==> src/hw/scwp_regs.svh <==
// Register offsets, field positions, reset values and timing counts
`ifndef SCWP_REGS_SVH
`define SCWP_REGS_SVH

`define SCWP_OE_ADDR        8'h09
`define SCWP_OE_RESET       8'h00
`define SCWP_OE_WR_MASK     8'h3F
`define SCWP_OE_W           6
`define SCWP_DEV_ADDR       7'h69
`define SCWP_MAX_RATE_KBPS  400
`define SCWP_CLK_MHZ        125
`define SCWP_MIN_BIT_CYC    ((`SCWP_CLK_MHZ * 1000) / `SCWP_MAX_RATE_KBPS)

`endif

==> src/hw/scwp_pkg.sv <==
// Types for the serial configuration port
package scwp_pkg;

  typedef enum logic [2:0] {
    ST_IDLE,
    ST_ADDR,
    ST_PTR,
    ST_WDATA,
    ST_RDATA,
    ST_IGNORE
  } scwp_state_e;

  typedef struct packed {
    logic start;
    logic stop;
    logic rise;
    logic fall;
    logic sda;
  } scwp_bus_ev_s;

endpackage : scwp_pkg

==> src/hw/scwp_pin_sync.sv <==
// Two-flop synchroniser with start, stop and clock edge detection
`timescale 1ns/1ps
module scwp_pin_sync (
  input  wire logic                  clock_i,
  input  wire logic                  rst_b_i,
  input  wire logic                  clk_en_i,
  input  wire logic                  scl_i,
  input  wire logic                  sda_i,
  output scwp_pkg::scwp_bus_ev_s     ev_o
);
  logic [1:0] scl_meta_q, scl_meta_d;
  logic [1:0] sda_meta_q, sda_meta_d;
  logic       scl_q,      scl_d;
  logic       sda_q,      sda_d;

  always_comb begin
    scl_meta_d = {scl_meta_q[0], scl_i};
    sda_meta_d = {sda_meta_q[0], sda_i};
    scl_d      = scl_meta_q[1];
    sda_d      = sda_meta_q[1];
  end

  always_ff @(posedge clock_i or negedge rst_b_i) begin
    if (!rst_b_i) begin
      scl_meta_q <= 2'h3;
      sda_meta_q <= 2'h3;
      scl_q      <= 1'b1;
      sda_q      <= 1'b1;
    end else if (clk_en_i) begin
      scl_meta_q <= scl_meta_d;
      sda_meta_q <= sda_meta_d;
      scl_q      <= scl_d;
      sda_q      <= sda_d;
    end
  end

  // Only the second stage and the delayed copy feed edge logic
  always_comb begin
    ev_o.start = scl_q && scl_meta_q[1] && sda_q && !sda_meta_q[1];
    ev_o.stop  = scl_q && scl_meta_q[1] && !sda_q && sda_meta_q[1];
    ev_o.rise  = !scl_q && scl_meta_q[1];
    ev_o.fall  = scl_q && !scl_meta_q[1];
    ev_o.sda   = sda_meta_q[1];
  end
endmodule : scwp_pin_sync

==> src/hw/scwp_port.sv <==
// Serial slave port writing and reading the output-enable register
// What this block does
// - Port works for write and read up to 400 kbit/s.
// - Write: start, address, direction, ack, pointer, ack, data with acks.
// - Each later data byte goes to pointer plus one until stop.
// - Data sampled while clock high, changed only while clock low.
// - Data falling while clock high marks a frame start.
// - Data rising while clock high marks a stop, freeing the bus.
// - Device pulls data low on the ninth clock of each written byte.
// - Register 09h holds six enable bits; bits 7 and 6 read zero.
`timescale 1ns/1ps
`include "scwp_regs.svh"
module scwp_port #(
  parameter logic [6:0] DEV_ADDR = `SCWP_DEV_ADDR
) (
  input  wire logic                     clock_i,
  input  wire logic                     rst_b_i,
  input  wire logic                     clk_en_i,
  input  wire logic                     scl_i,
  input  wire logic                     sda_i,
  output logic                          sda_o,
  output logic                          sda_oe_o,
  output logic [`SCWP_OE_W-1:0]         output_enable_bits_o,
  output logic [7:0]                    register_pointer_o
);
  scwp_pkg::scwp_bus_ev_s ev;
  scwp_pkg::scwp_state_e  st_q,   st_d;
  logic [3:0]             bit_q,  bit_d;
  logic [7:0]             sh_q,   sh_d;
  logic [7:0]             ptr_q,  ptr_d;
  logic [`SCWP_OE_W-1:0]  oe_q,   oe_d;
  logic                   drv_q,  drv_d;
  logic                   mack_q, mack_d;
  logic [7:0]             rd_byte;
  logic                   active;
  logic                   byte_end;
  logic                   addr_hit;

  // Edge driven with no bit timer, so any slower bit rate works too
  scwp_pin_sync u_sync (
    .clock_i  (clock_i),
    .rst_b_i  (rst_b_i),
    .clk_en_i (clk_en_i),
    .scl_i    (scl_i),
    .sda_i    (sda_i),
    .ev_o     (ev)
  );

  // Only one register exists; other addresses read back as zero
  always_comb begin
    rd_byte = 8'h00;
    if (ptr_q == `SCWP_OE_ADDR) begin
      rd_byte = {2'h0, oe_q};
    end
  end

  // Clock edges count during any address byte and inside a frame addressed to this port
  always_comb begin
    active   = (st_q != scwp_pkg::ST_IDLE) &&
               (st_q != scwp_pkg::ST_IGNORE);
    byte_end = active && ev.fall && (bit_q == 4'h7);
    addr_hit = (sh_q[7:1] == DEV_ADDR);
  end

  // Frame state and bit position within the nine-clock segment
  always_comb begin
    st_d  = st_q;
    bit_d = bit_q;
    if (ev.start) begin
      st_d  = scwp_pkg::ST_ADDR;
      // The start's own clock fall wraps this to bit zero
      bit_d = 4'hF;
    end else if (ev.stop) begin
      st_d = scwp_pkg::ST_IDLE;
    end else if (active && ev.fall) begin
      bit_d = (bit_q == 4'h8) ? 4'h0 : bit_q + 4'h1;
      case (st_q)
        scwp_pkg::ST_ADDR: begin
          if (bit_q == 4'h7 && !addr_hit) begin
            st_d = scwp_pkg::ST_IGNORE;
          end else if (bit_q == 4'h8) begin
            // Reads start at the pointer left by an earlier write
            st_d = sh_q[0] ? scwp_pkg::ST_RDATA : scwp_pkg::ST_PTR;
          end
        end
        scwp_pkg::ST_PTR: begin
          if (bit_q == 4'h8) begin
            st_d = scwp_pkg::ST_WDATA;
          end
        end
        scwp_pkg::ST_RDATA: begin
          // A master that does not acknowledge ends the read
          if (bit_q == 4'h8 && !mack_q) begin
            st_d = scwp_pkg::ST_IGNORE;
          end
        end
        default: begin
          st_d = st_q;
        end
      endcase
    end
  end

  always_ff @(posedge clock_i or negedge rst_b_i) begin
    if (!rst_b_i) begin
      st_q  <= scwp_pkg::ST_IDLE;
      bit_q <= 4'h0;
    end else if (clk_en_i) begin
      st_q  <= st_d;
      bit_q <= bit_d;
    end
  end

  // Data is stable while the clock is high, so sample on its rise
  always_comb begin
    sh_d   = sh_q;
    mack_d = mack_q;
    if (active && ev.rise) begin
      if (bit_q < 4'h8) begin
        sh_d = {sh_q[6:0], ev.sda};
      end else begin
        mack_d = !ev.sda;
      end
    end
  end

  always_ff @(posedge clock_i or negedge rst_b_i) begin
    if (!rst_b_i) begin
      sh_q   <= 8'h00;
      mack_q <= 1'b0;
    end else if (clk_en_i) begin
      sh_q   <= sh_d;
      mack_q <= mack_d;
    end
  end

  // Pointer is loaded by the second byte and steps once per data byte
  always_comb begin
    ptr_d = ptr_q;
    if (byte_end) begin
      case (st_q)
        scwp_pkg::ST_PTR: begin
          ptr_d = sh_q;
        end
        scwp_pkg::ST_WDATA, scwp_pkg::ST_RDATA: begin
          ptr_d = ptr_q + 8'h01;
        end
        default: begin
          ptr_d = ptr_q;
        end
      endcase
    end
  end

  always_ff @(posedge clock_i or negedge rst_b_i) begin
    if (!rst_b_i) begin
      ptr_q <= 8'h00;
    end else if (clk_en_i) begin
      ptr_q <= ptr_d;
    end
  end

  // Bytes for any other address are acknowledged but dropped
  always_comb begin
    oe_d = oe_q;
    if (byte_end && st_q == scwp_pkg::ST_WDATA &&
        ptr_q == `SCWP_OE_ADDR) begin
      oe_d = sh_q[`SCWP_OE_W-1:0];
    end
  end

  always_ff @(posedge clock_i or negedge rst_b_i) begin
    if (!rst_b_i) begin
      oe_q <= `SCWP_OE_W'(`SCWP_OE_RESET);
    end else if (clk_en_i) begin
      oe_q <= oe_d;
    end
  end

  // Our drive changes just after the clock falls, and is released at a start or stop
  always_comb begin
    drv_d = drv_q;
    if (ev.start || ev.stop) begin
      drv_d = 1'b0;
    end else if (active && ev.fall) begin
      drv_d = 1'b0;
      case (st_q)
        scwp_pkg::ST_ADDR: begin
          if (bit_q == 4'h7) begin
            drv_d = addr_hit;
          end else if (bit_q == 4'h8 && sh_q[0]) begin
            drv_d = !rd_byte[7];
          end
        end
        scwp_pkg::ST_PTR, scwp_pkg::ST_WDATA: begin
          if (bit_q == 4'h7) begin
            drv_d = 1'b1;
          end
        end
        scwp_pkg::ST_RDATA: begin
          if (bit_q < 4'h7) begin
            drv_d = !rd_byte[3'(4'h6 - bit_q)];
          end else if (bit_q == 4'h8 && mack_q) begin
            drv_d = !rd_byte[7];
          end
        end
        default: begin
          drv_d = 1'b0;
        end
      endcase
    end
  end

  always_ff @(posedge clock_i or negedge rst_b_i) begin
    if (!rst_b_i) begin
      drv_q <= 1'b0;
    end else if (clk_en_i) begin
      drv_q <= drv_d;
    end
  end

  // Open drain: only ever pull low
  assign sda_o                = 1'b0;
  assign sda_oe_o             = drv_q;
  assign output_enable_bits_o = oe_q;
  assign register_pointer_o   = ptr_q;
endmodule : scwp_port

==> config.mk <==
export PLATFORM = sky130hd
export DESIGN_NAME = scwp_port
export DESIGN_NICKNAME = d
export VERILOG_FILES = /design/src/hw/scwp_pkg.sv /design/src/hw/scwp_pin_sync.sv /design/src/hw/scwp_port.sv
export VERILOG_INCLUDE_DIRS = /design/src /design/src/hw
export SDC_FILE = /design/constraint.sdc
export NUM_CORES = 1
export LEC_CHECK = 0
export BUFFER_PORTS_ARGS = -buffer_cell sky130_fd_sc_hd__buf_4
export CAP_MARGIN = 10
export CORE_MARGIN = 8
export CORE_UTILIZATION = 53
export DETAILED_ROUTE_END_ITERATION = 8
export GPL_TIMING_DRIVEN = 0
export PLACE_DENSITY = 0.75
export SYNTH_ARGS = -nofsm -noshare
export SYNTH_HDL_FRONTEND = slang
export SYNTH_HIERARCHICAL = 1
export SYNTH_SLANG_ARGS = --single-unit
==> constraint.sdc <==
create_clock -name clock_i -period 1.8 [get_ports clock_i]
set_input_delay 0.18 -clock clock_i [delete_from_list [all_inputs] [get_ports clock_i]]
set_output_delay 0.18 -clock clock_i [all_outputs]
set_load 0.03 [all_outputs]
=== After elaboration in Yosys (flattened, before gate mapping) ===
Cells that the tools add are included.

* Output and inout port bits: 16
* Flip-flop bits (word level): 37
* Input port bits: 5
* Logic and storage cells: 97

* Bitwise operators: 1
* $add $sub $neg: 3
* Reduce and logical (&&, ||, !) cells: 41
* Order comparisons: 3
* Muxes and demuxes: 25
* Eq/ne operators: 13

{| class="wikitable"
|+ Operator list
! kind !! count
|-
| 3-bit 2-to-1 mux || 8
|-
| 1-bit logical AND || 17
|-
| 4-bit 2-to-1 mux || 4
|-
| 8-bit case mux with 2 select lines || 1
|-
| 3-bit AND reduction || 4
|-
| 3-bit case mux with 3 select lines || 1
|-
| 8-bit by 1-bit adder with 8-bit output, second input constant || 1
|-
| 8-bit by 4-bit == test with 1-bit output, second input constant || 1
|-
| 1-bit 2-to-1 mux || 8
|-
| 4-bit != test, second input constant || 2
|-
| 7-bit == test, second input constant || 1
|-
| 1-bit logical NOT || 7
|-
| 3-bit by 2-bit == test with 1-bit output, second input constant || 2
|-
| 6-bit 2-to-1 mux || 1
|-
| 6-bit AND reduction || 1
|-
| 2-bit nonzero test || 3
|-
| 3-bit nonzero test || 2
|-
| 5-bit != test, second input constant || 1
|-
| 5-bit nonzero test || 1
|-
| 4-bit by 1-bit adder with 4-bit output, second input constant || 1
|-
| 4-bit by 3-bit == test with 1-bit output, second input constant || 1
|-
| 4-bit == test, second input constant || 1
|-
| 3-bit by 4-bit less-than comparator with 1-bit output, second input constant || 1
|-
| 4-bit by 3-bit less-than comparator with 1-bit output, second input constant || 1
|-
| other kinds (13) || 15
|}

=== Longest topological paths before layout ===
* Word-level depth: 9
* Gate-level depth with buffers: 7
* Mapped depth without buffers: 7

=== Modules after synthesis ===
The synthesis kept the hierarchy.

{| class="wikitable"
|+ By module, submodules not included
! module !! seq. area each (µm²) !! cells an instance !! area each (µm²) !! instances
|-
| scwp_port || 775.7 || 194 || 1865.5 || 1
|-
| scwp_pin_sync || 157.7 || 18 || 299.0 || 1
|}

=== Worst setup path after synthesis ===
No wires, ideal clock.

* Kind: reg2reg
* Start: reg u_sync.sda_q
* End: reg st_q[0]
* Required time: 1.675 ns
* Library setup time: 0.125 ns
* Buffers on the path: 0
* Setup slack: -0.161 ns
* Cell stages (with the launch flop): 7
* Arrival time: 1.837 ns
* Period minus slack after synthesis: 1.961 ns
* Cell sequence: dfstp_2 > and4b_1 > o21ai_0 > nand2_1 > nor3b_1 > a21oi_1 > mux2_2

{| class="wikitable"
|+ RTL lines
! what !! RTL line !! text
|-
| start: declaration || scwp_pin_sync.sv:14 || <nowiki>logic sda_q, sda_d;</nowiki>
|-
| start signal: assignment || scwp_pin_sync.sv:28 || <nowiki>sda_q <= 1'b1;</nowiki>
|-
| start signal: assignment || scwp_pin_sync.sv:33 || <nowiki>sda_q <= sda_d;</nowiki>
|-
| end signal: assignment || scwp_port.sv:106 || <nowiki>st_q <= scwp_pkg::ST_IDLE;</nowiki>
|-
| end signal: assignment || scwp_port.sv:109 || <nowiki>st_q <= st_d;</nowiki>
|-
| end: declaration || scwp_port.sv:27 || <nowiki>scwp_pkg::scwp_state_e st_q, st_d;</nowiki>
|}

=== Final worst setup path ===
* Start: reg bit_q[3]
* End: reg st_q[1]

* Cells in the longest elaborated chain, start to end: 7
* Elaborated cells between the ends (all ways): 13
* Those cells by class: eq/ne: 5; mux: 5; reduce/logical: 3

{| class="wikitable"
|+ RTL lines
! what !! RTL line !! text
|-
| start: declaration || scwp_port.sv:28 || <nowiki>logic [3:0] bit_q, bit_d;</nowiki>
|-
| start signal: assignment || scwp_port.sv:110 || <nowiki>bit_q <= bit_d;</nowiki>
|-
| 4-bit by 3-bit == test with 1-bit output || scwp_port.sv:79 || <nowiki>if (bit_q == 4'h7 && !addr_hit) begin</nowiki>
|-
| 1-bit logical AND || scwp_port.sv:79 ||
|-
| 3-bit 2-to-1 mux || scwp_port.sv:79 ||
|-
| 3-bit case mux with 3 select lines || scwp_port.sv:77 || <nowiki>case (st_q)</nowiki>
|-
| 3-bit 2-to-1 mux || scwp_port.sv:75 || <nowiki>end else if (active && ev.fall) begin</nowiki>
|-
| 3-bit 2-to-1 mux || scwp_port.sv:73 || <nowiki>end else if (ev.stop) begin</nowiki>
|-
| 3-bit 2-to-1 mux || scwp_port.sv:69 || <nowiki>if (ev.start) begin</nowiki>
|}

Several ways; a longest one is shown, not always the timed one. The select of a mux whose other input is x is not followed.
A chain may end at the register's enable or synchronous reset.

==> summary by stage <==
Yosys
By area the synthesized netlist is led by sky130_fd_sc_hd__dfrtp_1, sky130_fd_sc_hd__mux2_2, sky130_fd_sc_hd__dfstp_2. The share of async-settable or async-resettable flops after synthesis is 100%. For this run, the leading register cell type out of synthesis is sky130_fd_sc_hd__dfrtp_1.

Summing the sequential cell areas from Yosys gives 43.1% of the chip area. Synthesis produced 212 cells. The area of the mapped netlist is 2160 sq um. The number of warnings issued by yosys is 6.

The synthesized netlist net count is 222. The synthesized design contains 37 register bits. After synthesis, the netlist uses 51 different library cells.

Yosys mapped a number of flops with a built-in enable equal to 0. After synthesis, the mean cell area works out to 10.2 sq um. The share of synthesized area in the top cell type comes to 35.8%.

Summed over all instances, the cell type with the most area after synthesis is sky130_fd_sc_hd__dfrtp_1.

STA
Final hold analysis gives a worst-case slack of 0.109 ns. The count of final hold-check violations is 0. The final number of max-transition violations is 0. Setup violations remaining at the end of the flow were counted as 9. The smallest clock period supported by the final layout is computed as 1.93 ns. Setup slack on the critical path of the routed design comes to -0.127 ns. Clock skew on the completed layout was measured at 0.00802 ns. Summed over all failing endpoints, the final setup total negative slack is -0.414 ns. The peak clock frequency supported by timing is 519 MHz. Setup repair after global routing could not meet its margin everywhere.

Of the available clock period, the critical path in the final layout requires 107%.

Cells and area
Leaving out fill and tap cells, the most frequent cell in the layout is sky130_fd_sc_hd__buf_4. The signed area change from the synthesized netlist to the final layout is 37.2%. Counting the fill cells in the layout gives 253.

The number of antenna diodes is 0. The total number of nets in the final design is 277. Leaving out fill and tap cells, the most frequent cells in the layout are sky130_fd_sc_hd__buf_4, sky130_fd_sc_hd__dfrtp_1, sky130_fd_sc_hd__nand3_1.

The layout cell share with drive strength beyond 1 is 50.0%. In the final layout, flip-flops and latches occupy 937 sq um. The post-route non-filler standard cell count is 318. In the final layout, the multi-input gates occupy 1360 sq um.

Outcome
The final reports fail on negative setup slack. The flow ran to the end, but the final reports show violations.

Global route
For this run, the total global-route usage over all layers was measured as 16.9%. The initial antenna violation count is 0. The first global-routing pass estimated 8610 um of wire. The maximum number of pins on one net before global-route repair is 38.

The number of global-route vias before repair is 1,774. The remaining global-route overflow is 0.

Routing
Across all layers, the routed design uses 1,933 vias. The initial DRC count is 209. After detailed routing, the number of vias per cell comes to 6.08. The number of detailed-routing iterations run before antenna repair is 4. In the routed design, unresolved DRC markers number 0. In the final routed layout, each cell accounts on average for 18.1 um. Once detail routing completed, the nets flagged for antenna violations numbered 0. The total wirelength of the detailed-routed design is 5750 um.

Worst setup path
The critical path is of the reg2reg type. The data arrival time at the worst-slack endpoint is 2.15 ns. The worst-path maximum fanout is 10.

In this run the register-to-register setup slack is -0.13 ns. The launching point of the worst reg2reg path is bit_q[3]. Measured in cells, the most critical reg-to-reg path has a length of 6. The critical path startpoint category is a register.

The element type at the critical path end is a register. The largest individual stage delay along the critical path comes from the cell sky130_fd_sc_hd__dfrtp_2. The required time at the endpoint of the critical path is 2.02 ns.

Walking the worst path, the cells encountered are nand3b_1 -> buf_4 -> a211oi_4 -> nor3b_2 -> or4_4 -> o211ai_2. On the worst path, the slowest cell contributes a delay of 0.48 ns. The endpoint identified for the worst register-to-register timing path is st_q[1].

Floorplanning
The y dimension of the die is 79.9 um. The area inside the core boundary is 3970 sq um. The effective utilization at floorplan is 54.5%. The die area is 6380 sq um. The standard-cell row count is 23. The width of the die is 79.9 um. The count of boundary I/O pins is 21.

Pwr
The share of total power in sequential cells is 31.9%. The design internal power is 2.27 mW. Net switching is 40.0% of the power.

In this run, the combinational gates consume 48.6% of the power. The analysis attributes to net switching a power of 1.51 mW. In this run, the clock network consumes 19.5% of the power. In this run the power density over the cells is 1270 nW/um^2. The reported leakage power is 1.35 nW. Across the VDD grid, the largest voltage drop is 0.692 mV. The completed layout was analyzed and its total power is 3.78 mW.

Clocking
The clock tree root buffer cell is sky130_fd_sc_hd__clkbuf_8. TritonCTS built the clock tree. Clock-pin slew was measured on the worst setup and hold paths at 0.08 ns. The clock insertion delay at the later pin of the skew report is 0.30 ns. The total clock sinks is 37. In this run, CTS created clock tree buffers numbering 5. The clock tree synthesis step divided the H-tree into 2 levels.

The number of buffers on the longest clock path is 2.

Job
Across the run, the number of max-cap violations was 0.

Hold path
The startpoint identified for the worst hold timing path is sda_i. In this run the worst hold path is classified as in2reg. The worst-case hold path end point is u_sync/sda_meta_q[0]. The cell count of the worst hold path is 2.

Place
Buffers placed on the I/O ports in this run total 19. Counting tap cells, the placed design contains a total of 281 instances. The final weighted congestion in routability-driven placement is 0.876. The HPWL after detailed placement is 3180 um.
-- worst max-delay path, delay by kind of cell (launching register included) --
kind / cells / cell delay, ns
AOI/OAI and AO/OA: 2 / 0.38
buffers and inverters: 1 / 0.18
DFF: 1 / 0.48
and+or+nand+nor: 3 / 0.80
-- kinds of logic after synthesis --
family | synth area share (%)
AND/OR/NAND/NOR | 18.3
AO/OA/AOI/OAI | 16.6
XOR/XNOR | 0.809
flip-flops | 43.1
buffers and inverters | 4.57
adder cells (fa/ha/maj) | 2.89
multiplexers | 13.5
other | 0.173
-- synth_stat cells (3+ instances only) --
| cell | instances |
|---|---|
| sky130_fd_sc_hd__nand3b_1 | 4 |
| sky130_fd_sc_hd__buf_2 | 4 |
| sky130_fd_sc_hd__nor4_1 | 3 |
| sky130_fd_sc_hd__mux2_4 | 6 |
| sky130_fd_sc_hd__nand2_1 | 15 |
| sky130_fd_sc_hd__nor3b_1 | 3 |
| sky130_fd_sc_hd__dfstp_2 | 6 |
| sky130_fd_sc_hd__and4b_1 | 3 |
| sky130_fd_sc_hd__ha_1 | 5 |
| sky130_fd_sc_hd__buf_4 | 3 |
| sky130_fd_sc_hd__mux2_2 | 16 |
| sky130_fd_sc_hd__o22ai_1 | 3 |
| sky130_fd_sc_hd__nand2b_1 | 3 |
| sky130_fd_sc_hd__a21oi_1 | 16 |
| sky130_fd_sc_hd__inv_1 | 8 |
| sky130_fd_sc_hd__nor2_1 | 11 |
| sky130_fd_sc_hd__o21ai_0 | 15 |
| sky130_fd_sc_hd__nand3_1 | 15 |
| sky130_fd_sc_hd__dfrtp_1 | 31 |
-- power groups by stage --
stage,clock network [mW],logic [mW],registers (mW)
5_1_grt,0.776,1.97,1.23
2_1_floorplan,0,0.933,1.21
4_1_cts,0.742,1.55,1.18
6_report,0.738,1.84,1.20
3_3_place_gp,0,1.27,1.17
3_5_place_dp,0,1.28,1.18
-- worst max-delay path by stage --
stage / startpoint / to / slack (ns)
after global routing: bit_q[3] / st_q[1] / -0.20
final: bit_q[3] / st_q[1] / -0.13
after detailed placement: bit_q[0] / register_pointer_o[1] / -0.29
after global placement: bit_q[0] / register_pointer_o[4] / -0.27
after floorplan: bit_q[0] / output_enable_bits_o[0] / -0.03
after CTS: u_sync/scl_q / output_enable_bits_o[1] / -0.05
-- flip-flops by register name, indices dropped and copies added, names as in the netlist --
register	flops
u_sync/sda_q	1
u_sync/sda_meta_q	2
u_sync/scl_meta_q	2
output_enable_bits_o	6
bit_q	4
u_sync/scl_q	1
mack_q	1
register_pointer_o	8
st_q	3
sda_oe_o	1
sh_q	8
-- per-layer routing --
layer / up-vias / part of all wire (%) / global-route usage [%]
met1: 963 / 41 / 20.9
met3: 14 / 5.3 / 4.05
met5: - / 0 / 0
met2: 66 / 51 / 27.4
met4: 0 / 2.2 / 6.91
li1: 890 / - / -
-- through the flow --
stage          setup slack [ns]  utilization (%)  area, sq um
5_1_grt                  -0.202             74.8         2970
4_1_cts                 -0.0494             70.0         2780
3_3_place_gp             -0.268             60.1         2390
6_report                 -0.127             74.8         2970
3_5_place_dp             -0.289             60.1         2390
2_1_floorplan           -0.0254                -         2180
-- timing repair --
item                                    4_1_cts  5_1_grt
resized for setup                            32       27
setup buffers                                19       10
pin swaps                                    10        7
endpoints found under the setup margin       26       28
hold endpoints to repair                     31        0
hold buffers                                  1        0
-- layout make-up --
cell class	instances	area share, %
multi-input combinational	157	45.9
sequential	37	31.6
timing repair buffer	49	13.0
buffer	9	2.53
clock buffer	5	2.32
tap	50	2.11
clock inverter	3	1.56
inverter	8	1.01
Power figures use the tool's default switching activity.
